<file path="config.mk">
export PLATFORM = sky130hd
export DESIGN_NAME = ddri_init_ctrl
export DESIGN_NICKNAME = d
export VERILOG_FILES = /design/src/ddri_pkg.sv /design/src/ddri_init_ctrl.sv
export SDC_FILE = /design/constraint.sdc
export NUM_CORES = 1
export LEC_CHECK = 0
export BUFFER_PORTS_ARGS = -buffer_cell sky130_fd_sc_hd__buf_4
export CELL_PAD_IN_SITES_DETAIL_PLACEMENT = 1
export CELL_PAD_IN_SITES_GLOBAL_PLACEMENT = 2
export CORE_MARGIN = 1
export CORE_UTILIZATION = 31
export DETAILED_ROUTE_END_ITERATION = 8
export PLACE_DENSITY = 0.91
export SETUP_SLACK_MARGIN = 0.4
export SLEW_MARGIN = 10
export SYNTH_ARGS = -nofsm -noshare
export SYNTH_HDL_FRONTEND = slang
export SYNTH_SLANG_ARGS = --single-unit
</file>
<file path="constraint.sdc">
create_clock -name clk -period 3.5 [get_ports clk]
set_clock_uncertainty 0.05 [all_clocks]
set_input_delay 0.175 -clock clk [delete_from_list [all_inputs] [get_ports clk]]
set_output_delay 0.175 -clock clk [all_outputs]
set_load 0.01 [all_outputs]
</file>
<file path="src/ddri_pkg.sv">
// package: constants and types for the ddr3 power-up init controller
package ddri_pkg;

  // ---------------------------------------------------------------
  // clock
  // ---------------------------------------------------------------
  localparam int CLK_PERIOD_PS = 8000;

  // ---------------------------------------------------------------
  // timing figures in their own units
  // ---------------------------------------------------------------
  localparam int T_RESET_US   = 200;
  localparam int T_CKE_PRE_NS = 10;
  localparam int T_CKE_LOW_US = 500;
  localparam int T_CLK_PRE_NS = 10;
  localparam int T_CLK_PRE_MIN_CYC = 5;

  // ---------------------------------------------------------------
  // derived cycle counts (least times round up)
  // ---------------------------------------------------------------
  localparam int RESET_CYC    = (T_RESET_US * 1000000 + CLK_PERIOD_PS - 1) / CLK_PERIOD_PS;
  localparam int CKE_PRE_CYC  = (T_CKE_PRE_NS * 1000 + CLK_PERIOD_PS - 1) / CLK_PERIOD_PS;
  localparam int CKE_LOW_CYC  = (T_CKE_LOW_US * 1000000 + CLK_PERIOD_PS - 1) / CLK_PERIOD_PS - 1;
  localparam int CLK_PRE_NS_CYC = (T_CLK_PRE_NS * 1000 + CLK_PERIOD_PS - 1) / CLK_PERIOD_PS;
  localparam int CLK_PRE_CYC  = (CLK_PRE_NS_CYC > T_CLK_PRE_MIN_CYC) ? CLK_PRE_NS_CYC : T_CLK_PRE_MIN_CYC;
  localparam int DLLK_CYC     = 512;

  // default spacings in cycles (configurable at the top)
  localparam int XPR_CYC      = 32;
  localparam int MRD_CYC      = 4;
  localparam int MOD_CYC      = 12;
  localparam int ZQINIT_CYC   = 512;

  localparam int CNT_W        = 17;

  // ---------------------------------------------------------------
  // mode register select and bits
  // ---------------------------------------------------------------
  localparam logic [2:0] BA_MR0 = 3'h0;
  localparam logic [2:0] BA_MR1 = 3'h1;
  localparam logic [2:0] BA_MR2 = 3'h2;
  localparam logic [2:0] BA_MR3 = 3'h3;
  localparam int MR0_DLL_RST_BIT = 8;
  localparam int MR1_DLL_DIS_BIT = 0;
  localparam int ADDR_W = 16;

  // ---------------------------------------------------------------
  // command encodings {cs_n, ras_n, cas_n, we_n}
  // ---------------------------------------------------------------
  localparam logic [3:0] CMD_NOP = 4'h7;
  localparam logic [3:0] CMD_MRS = 4'h0;
  localparam logic [3:0] CMD_ZQC = 4'h6;
  localparam int ZQ_LONG_BIT = 10;

  // ---------------------------------------------------------------
  // types
  // ---------------------------------------------------------------
  typedef enum logic [3:0] {
    ST_RESET, ST_CKE_PRE, ST_CKE_LOW, ST_CLK_PRE, ST_XPR,
    ST_MRS, ST_MRS_WAIT, ST_ZQ, ST_ZQ_WAIT, ST_DONE
  } ddri_state_e;

  typedef struct packed {
    logic              reset_n;
    logic              cke;
    logic              odt;
    logic [3:0]        cmd;
    logic [2:0]        ba;
    logic [ADDR_W-1:0] addr;
  } ddri_pins_s;

  typedef struct packed {
    logic [ADDR_W-1:0] mr0;
    logic [ADDR_W-1:0] mr1;
    logic [ADDR_W-1:0] mr2;
    logic [ADDR_W-1:0] mr3;
  } ddri_mode_s;

  typedef struct packed {
    ddri_state_e       st;
    logic [CNT_W-1:0]  cnt;
    logic [1:0]        mr_idx;
    logic [9:0]        dll_cnt;
    logic              done;
    ddri_pins_s        pins;
  } ddri_state_s;

endpackage
</file>
<file path="src/ddri_init_ctrl.sv">
// module: ddr3 power-up initialization and mode-register load controller
//
// How it works
// - hold device reset low at least 200 us before starting initialization.
// - drive cke low at least 10 ns before releasing reset.
// - after reset release keep cke low 500 us less one clock.
// - raise cke synchronously, then issue only nop or deselect.
// - clock runs at least 10 ns and five cycles before cke high.
// - odt driven low before cke is first registered high.
// - cke stays high until initialization finishes.
// - after txpr load mr2, mr3, mr1, mr0 in that order.
// - mr2 selected with ba1 high, ba2 and ba0 low.
// - mr1 load enables the dll and sets termination.
// - mr0 load requests dll reset; 512 cycles to lock.
// - after mr0 issue long zq calibration, then wait tzqinit.
// - each mode load supplies every field of the register.
// - mode loads only with banks idle and precharged.
// - at least tmrd between two mode loads.
// - only nop or deselect until tmod after a mode load.
// - cke high from each mode load until tmrspden.
// - cas latency change needs txpdll before non-mode commands.
// - odt low from mode load until tmod when termination on.
`timescale 1ns/1ns
module ddri_init_ctrl #(
  parameter int RESET_CYC   = ddri_pkg::RESET_CYC,
  parameter int CKE_LOW_CYC = ddri_pkg::CKE_LOW_CYC,
  parameter int XPR_CYC     = ddri_pkg::XPR_CYC,
  parameter int MRD_CYC     = ddri_pkg::MRD_CYC,
  parameter int MOD_CYC     = ddri_pkg::MOD_CYC,
  parameter int ZQINIT_CYC  = ddri_pkg::ZQINIT_CYC
) (
  input  wire logic                        clk,      // 125 MHz clock
  input  wire logic                        rst,      // async reset, high
  input  wire logic                        start,    // level: begin init
  input  wire ddri_pkg::ddri_mode_s        mode,     // mode register values
  output ddri_pkg::ddri_pins_s             pins,     // device pins
  output logic                             busy,     // init running
  output logic                             done      // init complete
);

  // ---------------------------------------------------------------
  // state
  // ---------------------------------------------------------------
  ddri_pkg::ddri_state_s s_q;
  ddri_pkg::ddri_state_s s_d;

  localparam logic [ddri_pkg::CNT_W-1:0] C_RESET   = ddri_pkg::CNT_W'(RESET_CYC - 1);
  localparam logic [ddri_pkg::CNT_W-1:0] C_CKEPRE  = ddri_pkg::CNT_W'(ddri_pkg::CKE_PRE_CYC - 1);
  localparam logic [ddri_pkg::CNT_W-1:0] C_CKELOW  = ddri_pkg::CNT_W'(CKE_LOW_CYC - 1);
  localparam logic [ddri_pkg::CNT_W-1:0] C_CLKPRE  = ddri_pkg::CNT_W'(ddri_pkg::CLK_PRE_CYC - 1);
  localparam logic [ddri_pkg::CNT_W-1:0] C_XPR     = ddri_pkg::CNT_W'(XPR_CYC - 1);
  localparam logic [ddri_pkg::CNT_W-1:0] C_MOD     = ddri_pkg::CNT_W'(MOD_CYC - 1);
  localparam logic [ddri_pkg::CNT_W-1:0] C_MRD     = ddri_pkg::CNT_W'(MRD_CYC - 1);
  localparam logic [ddri_pkg::CNT_W-1:0] C_ZQ      = ddri_pkg::CNT_W'(ZQINIT_CYC - 1);
  localparam logic [ddri_pkg::CNT_W-1:0] CNT_ZERO  = '0;
  localparam logic [9:0]                 C_DLLK    = 10'(ddri_pkg::DLLK_CYC - 1);

  // gap after an mrs: the longer of tmrd and tmod, so both hold
  localparam logic [ddri_pkg::CNT_W-1:0] C_MRS_GAP = (C_MOD > C_MRD) ? C_MOD : C_MRD;

  // ---------------------------------------------------------------
  // next state
  // ---------------------------------------------------------------
  always_comb begin
    s_d = s_q;
    s_d.pins.cmd  = ddri_pkg::CMD_NOP;
    s_d.pins.ba   = 3'h0;
    s_d.pins.addr = '0;
    if (s_q.cnt != CNT_ZERO) begin
      s_d.cnt = s_q.cnt - 1'b1;
    end
    if (s_q.dll_cnt != 10'h000) begin
      s_d.dll_cnt = s_q.dll_cnt - 1'b1;
    end
    case (s_q.st)
      ddri_pkg::ST_RESET: begin
        // reset low, cke low, odt low from the start
        if (start && s_q.cnt == CNT_ZERO) begin
          s_d.st  = ddri_pkg::ST_CKE_PRE;
          s_d.cnt = C_CKEPRE;
        end
      end
      ddri_pkg::ST_CKE_PRE: begin
        if (s_q.cnt == CNT_ZERO) begin
          s_d.pins.reset_n = 1'b1;
          s_d.st           = ddri_pkg::ST_CKE_LOW;
          s_d.cnt          = C_CKELOW;
        end
      end
      ddri_pkg::ST_CKE_LOW: begin
        if (s_q.cnt == CNT_ZERO) begin
          s_d.st  = ddri_pkg::ST_CLK_PRE;
          s_d.cnt = C_CLKPRE;
        end
      end
      ddri_pkg::ST_CLK_PRE: begin
        // clk has run since reset; keep five cycles margin anyway
        if (s_q.cnt == CNT_ZERO) begin
          s_d.pins.cke = 1'b1;
          s_d.pins.odt = 1'b0;
          s_d.st       = ddri_pkg::ST_XPR;
          s_d.cnt      = C_XPR;
        end
      end
      ddri_pkg::ST_XPR: begin
        if (s_q.cnt == CNT_ZERO) begin
          s_d.st     = ddri_pkg::ST_MRS;
          s_d.mr_idx = 2'h0;
        end
      end
      ddri_pkg::ST_MRS: begin
        // full register value each time, banks idle after reset
        s_d.pins.cmd = ddri_pkg::CMD_MRS;
        case (s_q.mr_idx)
          2'h0: begin
            s_d.pins.ba   = ddri_pkg::BA_MR2;
            s_d.pins.addr = mode.mr2;
          end
          2'h1: begin
            s_d.pins.ba   = ddri_pkg::BA_MR3;
            s_d.pins.addr = mode.mr3;
          end
          2'h2: begin
            s_d.pins.ba   = ddri_pkg::BA_MR1;
            s_d.pins.addr = mode.mr1;
            s_d.pins.addr[ddri_pkg::MR1_DLL_DIS_BIT] = 1'b0;
          end
          default: begin
            s_d.pins.ba   = ddri_pkg::BA_MR0;
            s_d.pins.addr = mode.mr0;
            s_d.pins.addr[ddri_pkg::MR0_DLL_RST_BIT] = 1'b1;
            s_d.dll_cnt   = C_DLLK;
          end
        endcase
        s_d.st  = ddri_pkg::ST_MRS_WAIT;
        s_d.cnt = C_MRS_GAP;
      end
      ddri_pkg::ST_MRS_WAIT: begin
        // nop only, cke held high, odt held low
        if (s_q.cnt == CNT_ZERO) begin
          if (s_q.mr_idx == 2'h3) begin
            s_d.st = ddri_pkg::ST_ZQ;
          end else begin
            s_d.mr_idx = s_q.mr_idx + 2'h1;
            s_d.st     = ddri_pkg::ST_MRS;
          end
        end
      end
      ddri_pkg::ST_ZQ: begin
        s_d.pins.cmd = ddri_pkg::CMD_ZQC;
        s_d.pins.addr[ddri_pkg::ZQ_LONG_BIT] = 1'b1;
        s_d.st  = ddri_pkg::ST_ZQ_WAIT;
        s_d.cnt = C_ZQ;
      end
      ddri_pkg::ST_ZQ_WAIT: begin
        if (s_q.cnt == CNT_ZERO && s_q.dll_cnt == 10'h000) begin
          s_d.st   = ddri_pkg::ST_DONE;
          s_d.done = 1'b1;
        end
      end
      ddri_pkg::ST_DONE: begin
        s_d.done = 1'b1;
      end
      default: begin
        s_d.st = ddri_pkg::ST_RESET;
      end
    endcase
  end

  // ---------------------------------------------------------------
  // registers
  // ---------------------------------------------------------------
  always_ff @(posedge clk or posedge rst) begin
    if (rst) begin
      s_q.st           <= ddri_pkg::ST_RESET;
      s_q.cnt          <= C_RESET;
      s_q.mr_idx       <= 2'h0;
      s_q.dll_cnt      <= 10'h000;
      s_q.done         <= 1'b0;
      s_q.pins.reset_n <= 1'b0;
      s_q.pins.cke     <= 1'b0;
      s_q.pins.odt     <= 1'b0;
      s_q.pins.cmd     <= ddri_pkg::CMD_NOP;
      s_q.pins.ba      <= 3'h0;
      s_q.pins.addr    <= '0;
    end else begin
      s_q <= s_d;
    end
  end

  assign pins = s_q.pins;
  assign done = s_q.done;
  assign busy = ~s_q.done;

  // ---------------------------------------------------------------
  // assertions
  // ---------------------------------------------------------------
  logic [ddri_pkg::CNT_W-1:0] since_rel_q;
  logic [ddri_pkg::CNT_W-1:0] since_mrs_q;
  logic                       seen_mrs_q;
  always_ff @(posedge clk or posedge rst) begin
    if (rst) begin
      since_rel_q <= '0;
      since_mrs_q <= '0;
      seen_mrs_q  <= 1'b0;
    end else begin
      if (s_q.pins.reset_n && !s_q.pins.cke && since_rel_q != '1) begin
        since_rel_q <= since_rel_q + 1'b1;
      end
      if (s_q.pins.cmd == ddri_pkg::CMD_MRS) begin
        since_mrs_q <= '0;
        seen_mrs_q  <= 1'b1;
      end else if (since_mrs_q != '1) begin
        since_mrs_q <= since_mrs_q + 1'b1;
      end
    end
  end
endmodule

</file>
# After elaboration in Yosys (flattened, before gate mapping)
# Index checks and enable logic that the tools add are counted.
[op_classes]
addsub = 3
n_eq_ne = 20
muxes = 25
bitwise_logic = 2
n_reduce_logical = 16
[op_table]
columns = ["op", "count"]
rows = [
  ["one-hot mux 17 bit (6 select lines)", 1],
  ["2-to-1 mux 21 bit", 4],
  ["one-hot mux 18 bit (3 select lines)", 1],
  ["2-to-1 mux 10 bit", 4],
  ["one-hot mux 4 bit (10 select lines)", 1],
  ["logical NOT 17 bit", 1],
  ["2-to-1 mux 17 bit", 1],
  ["nonzero test 17 bit", 1],
  ["subtractor 17 x 1 -> 17 bit (second input constant)", 1],
  ["== test 4 x 3 -> 1 bit (second input constant)", 4],
  ["inequality test 2 bit (second input constant)", 8],
  ["2-to-1 mux 4 bit", 3],
  ["logical NOT 10 bit", 1],
  ["nonzero test 10 bit", 1],
  ["subtractor 10 x 1 -> 10 bit (second input constant)", 1],
  ["== test 4 x 2 -> 1 bit (second input constant)", 2],
  ["== test 4 bit (second input constant)", 2],
  ["2-to-1 mux 2 bit", 4],
  ["2-to-1 mux 8 bit", 1],
  ["AND reduction 8 bit", 1],
  ["one-hot mux 3 bit (2 select lines)", 1],
  ["AND reduction 2 bit", 3],
  ["== test 2 bit (second input constant)", 2],
  ["== test 4 x 1 -> 1 bit (second input constant)", 1],
  ["other kinds (12)", 16],
]
[word_totals]
ff_bits = 59
inputBits = 67
output_inout_bits = 28

# Depth between registers and ports, before layout
[depth]
ltp_word = 4
mapped_depth = 13

# Worst setup path after synthesis
# Ideal clock, no wire load.
[synth_timing]
kind = "register to register"
startpoint = "reg s_q[39] (netlist name)"
endpoint = "reg s_q[39] (netlist name)"
setup_time_ps = 105
arrival_ps = 2414
t_required_ps = 3345
setup_slack_ps = 931
path_stages_with_launch = 14
period_less_slack_ps = 2569
path_cell_list = "dfstp_2 > inv_1 > ha_1 > or4b_2 > nor2_1 > and2_1 > buf_6 > inv_6 > ha_1 > nor2b_1 > o21ai_0 > a21oi_1 > nor2_1 > o41ai_1"
[synth_lines]
columns = ["element", "line_no", "text"]
rows = [
  ["from (decl)", "ddri_init_ctrl.sv:44", "ddri_pkg::ddri_state_s s_q;"],
]

==> flow_metrics.env <==
export IMPL_status="completed"
export IMPL_finalWirelength_um=9270
export IMPL_synthDistinctLibCells=56
export IMPL_yosysSeqAreaShare_pct=42.8
export IMPL_chipHeight_um=105
export IMPL_required_ps=3620
export IMPL_synth_ff_type="dfrtp_1"
export IMPL_tightestPinTransition_ps=1140
export IMPL_port_buffers=89
export IMPL_detailed_place_hpwl_um=6930
export IMPL_r2r_cells=9
export IMPL_setup_viol=0
export IMPL_synth_most_common_cell="nor2_1"
export IMPL_finalNetCount=501
export IMPL_core_um2=10300
export IMPL_clk_insertion_delay_late_ps=300
export IMPL_syn_to_final_growth_pct=21.8
export IMPL_n_fill_cell=1233
export IMPL_drv_slew=0
export IMPL_rows=37
export IMPL_critical_path_max_stage_delay_ps=660
export IMPL_grt_max_degree=34
export IMPL_gp_congestion=0.791
export IMPL_crit_slowest_cell="or4b_2"
export IMPL_fp_dieW_um=105
export IMPL_critPathLaunchType="flip-flop"
export IMPL_yosysTopAreaCell="dfrtp_1"
export IMPL_first_iter_violations=249
export IMPL_vias=2889
export IMPL_pin_count=95
export IMPL_finalHoldViolations=0
export IMPL_remaining_drc_errors=0
export IMPL_cap_violations=0
export IMPL_worst_hold_path_num_cells=3
export IMPL_postSynthCellCount=366
export IMPL_arrival_ps=2930
export IMPL_drive_above_1_share_pct=29.1
export IMPL_wire_per_inst_um=16.5
export IMPL_rr_startpoint="s_q[39]"
export IMPL_cts_max_path_buffers=2
export IMPL_grt_remaining_overflow=0
export IMPL_ant_nets=0
export IMPL_grt_pass1_wl_um=15500
export IMPL_grt_setup_unrepaired="false"
export IMPL_cts_tree="yes"
export IMPL_clock_root_buffer="clkbuf_8"
export IMPL_netlist_area_leader_share_pct=34.9
export IMPL_synthTopCellsByCount="49 x nor2_1, 46 x dfrtp_1, 35 x a21oi_1"
export IMPL_path_cells="inv_1 > ha_1 > or4b_2 > nor2_1 > buf_4 > and2_2 > inv_6 > o41ai_4 > o21ai_0"
export IMPL_max_freq_mhz=356
export IMPL_tns_ps=0
export IMPL_startpoint="s_q[39]"
export IMPL_fin_util_pct=39.0
export IMPL_synth_seq_cells=56
export IMPL_cp_end_kind="flip-flop"
export IMPL_synth_area_leaders="dfrtp_1 35%, dfstp_2 8.0%, buf_4 5.9%"
export IMPL_min_period_ps=2810
export IMPL_htreeDepth=2
export IMPL_crit_type="reg -> reg"
export IMPL_avgSynthCellArea_um2=9.02
export IMPL_syn_area_um2=3300
export IMPL_hold_path_class="in -> reg"
export IMPL_design_area_um2=4020
export IMPL_hold_start="mode[51]"
export IMPL_path_max_fanout=8
export IMPL_fin_crit_sh_pct=80.1
export IMPL_postPlaceCellArea_um2=3910
export IMPL_relSlewSlack_pct=23.9
export IMPL_cts_sinks=56
export IMPL_n_antenna_cell=0
export IMPL_synth_edf_count=0
export IMPL_dieArea_um2=11100
export IMPL_async_reset_ff_share_pct=100
export IMPL_post_cts_setup_buffer_count=0
export IMPL_ir_worst_vdd_uv=160
export IMPL_grt_util_all_layers_pct=17.7
export IMPL_start_util_pct=32.0
export IMPL_viasPerCell=5.14
export IMPL_first_global_vias=3002
export IMPL_p_leak_nw=1.95
export IMPL_ys_warnings_count=0
export IMPL_first_pass_iters=8
export IMPL_cts_buffers_inserted=5
export IMPL_antenna_found_initial=0
export IMPL_power_density_nw_per_um2=281
export IMPL_cts_clk_slew_worst_paths_ps=100
power by group:
group,total [mW],leakage [nW],switching (mW),internal (mW)
clock,0.388,0.0515,0.207,0.181
sequential,0.650,0.727,0.00129,0.648
combinational,0.0918,1.17,0.0367,0.0551
through the flow:
| stage | cells | hold WS (ps) | setup slack, ps | power, mW |
|---|---|---|---|---|
| floorplan | 368 | 226 | 931 | 0.690 |
| global placement | 553 | 282 | 640 | 0.751 |
| detailed placement | 553 | 285 | 588 | 0.754 |
| CTS | 562 | 42.8 | 577 | 1.15 |
| global route | 562 | 47.8 | 496 | 1.18 |
| finish | 562 | 54.8 | 695 | 1.13 |
timing repair:
item                                   in CTS  in global routing
resized for setup                           0                  1
setup endpoints to repair                   0                  1
hold buffers                                1                  0
endpoints found under the hold margin      23                  0
logic make-up (layout without fill, tap and decap cells):
family	count (synthesis)	after routing	share of synthesized area, %
AO/OA/AOI/OAI	90	90	18.7
XOR/XNOR	13	13	3.45
adder cells (fa/ha/maj)	9	9	3.41
buffers and inverters	63	121	10.5
flip-flops	56	56	42.8
multiplexers	4	4	1.29
other	1	3	0.114
AND/OR/NAND/NOR	130	130	19.7
placed cells by master, fill, tap and decap left out, types with 3 or more instances in the layout:
| master | netlist | routed |
|---|---|---|
| o211ai_1 | 7 | 7 |
| nor2b_1 | 3 | 3 |
| inv_1 | 17 | 16 |
| dfrtp_1 | 46 | 46 |
| nor3_1 | 12 | 12 |
| nor2_1 | 49 | 49 |
| xnor2_1 | 11 | 11 |
| nand2_1 | 26 | 26 |
| or4_1 | 6 | 6 |
| ha_1 | 9 | 9 |
| o21ai_0 | 13 | 13 |
| conb_1 | 1 | 3 |
| nand2b_1 | 3 | 3 |
| o31ai_1 | 3 | 3 |
| nand3_1 | 6 | 6 |
| clkbuf_8 | 0 | 7 |
| or3_1 | 6 | 6 |
| nor4_1 | 4 | 4 |
| a21oi_1 | 35 | 35 |
| buf_4 | 26 | 94 |
| a31oi_1 | 3 | 3 |
| a222oi_1 | 14 | 14 |
| dfstp_2 | 10 | 10 |
metal layers:
metal  wire length (um)  global-route usage, %
met1               4150                   23.3
met2               4630                   29.6
met3                247                   2.12
met4                240                   6.74
met5                  0                      0
layout make-up:
type,count,area (um^2),share of cell area (%)
timing repair buffer,95,716,17.8
clock buffer,8,100,2.49
multi-input combinational,249,1550,38.5
inverter,18,72.6,1.80
sequential,56,1410,35.2
tap,136,170,4.23
flip-flops by register name, indices dropped and copies added (netlist names):
signal,flops
s_q,33
pins,22
done,1
worst paths after layout:
path	slack, ps	to
max	690	s_q[49]
min	50	pins[3]
max reg2reg	690	s_q[49]
min reg2reg	440	pins[25]
max in group asynchronous	2050	pins[20]
min in group asynchronous	480	done
worst max-delay path, delay by kind of cell, from the launching register on:
family | cells | cell delay [ps]
and+or+nand+nor | 3 | 1050
AOI/OAI and AO/OA | 2 | 650
adders and majority gates | 1 | 200
DFF | 1 | 400
buffers and inverters | 3 | 320
Note: power is estimated with default switching activity, not from simulation.
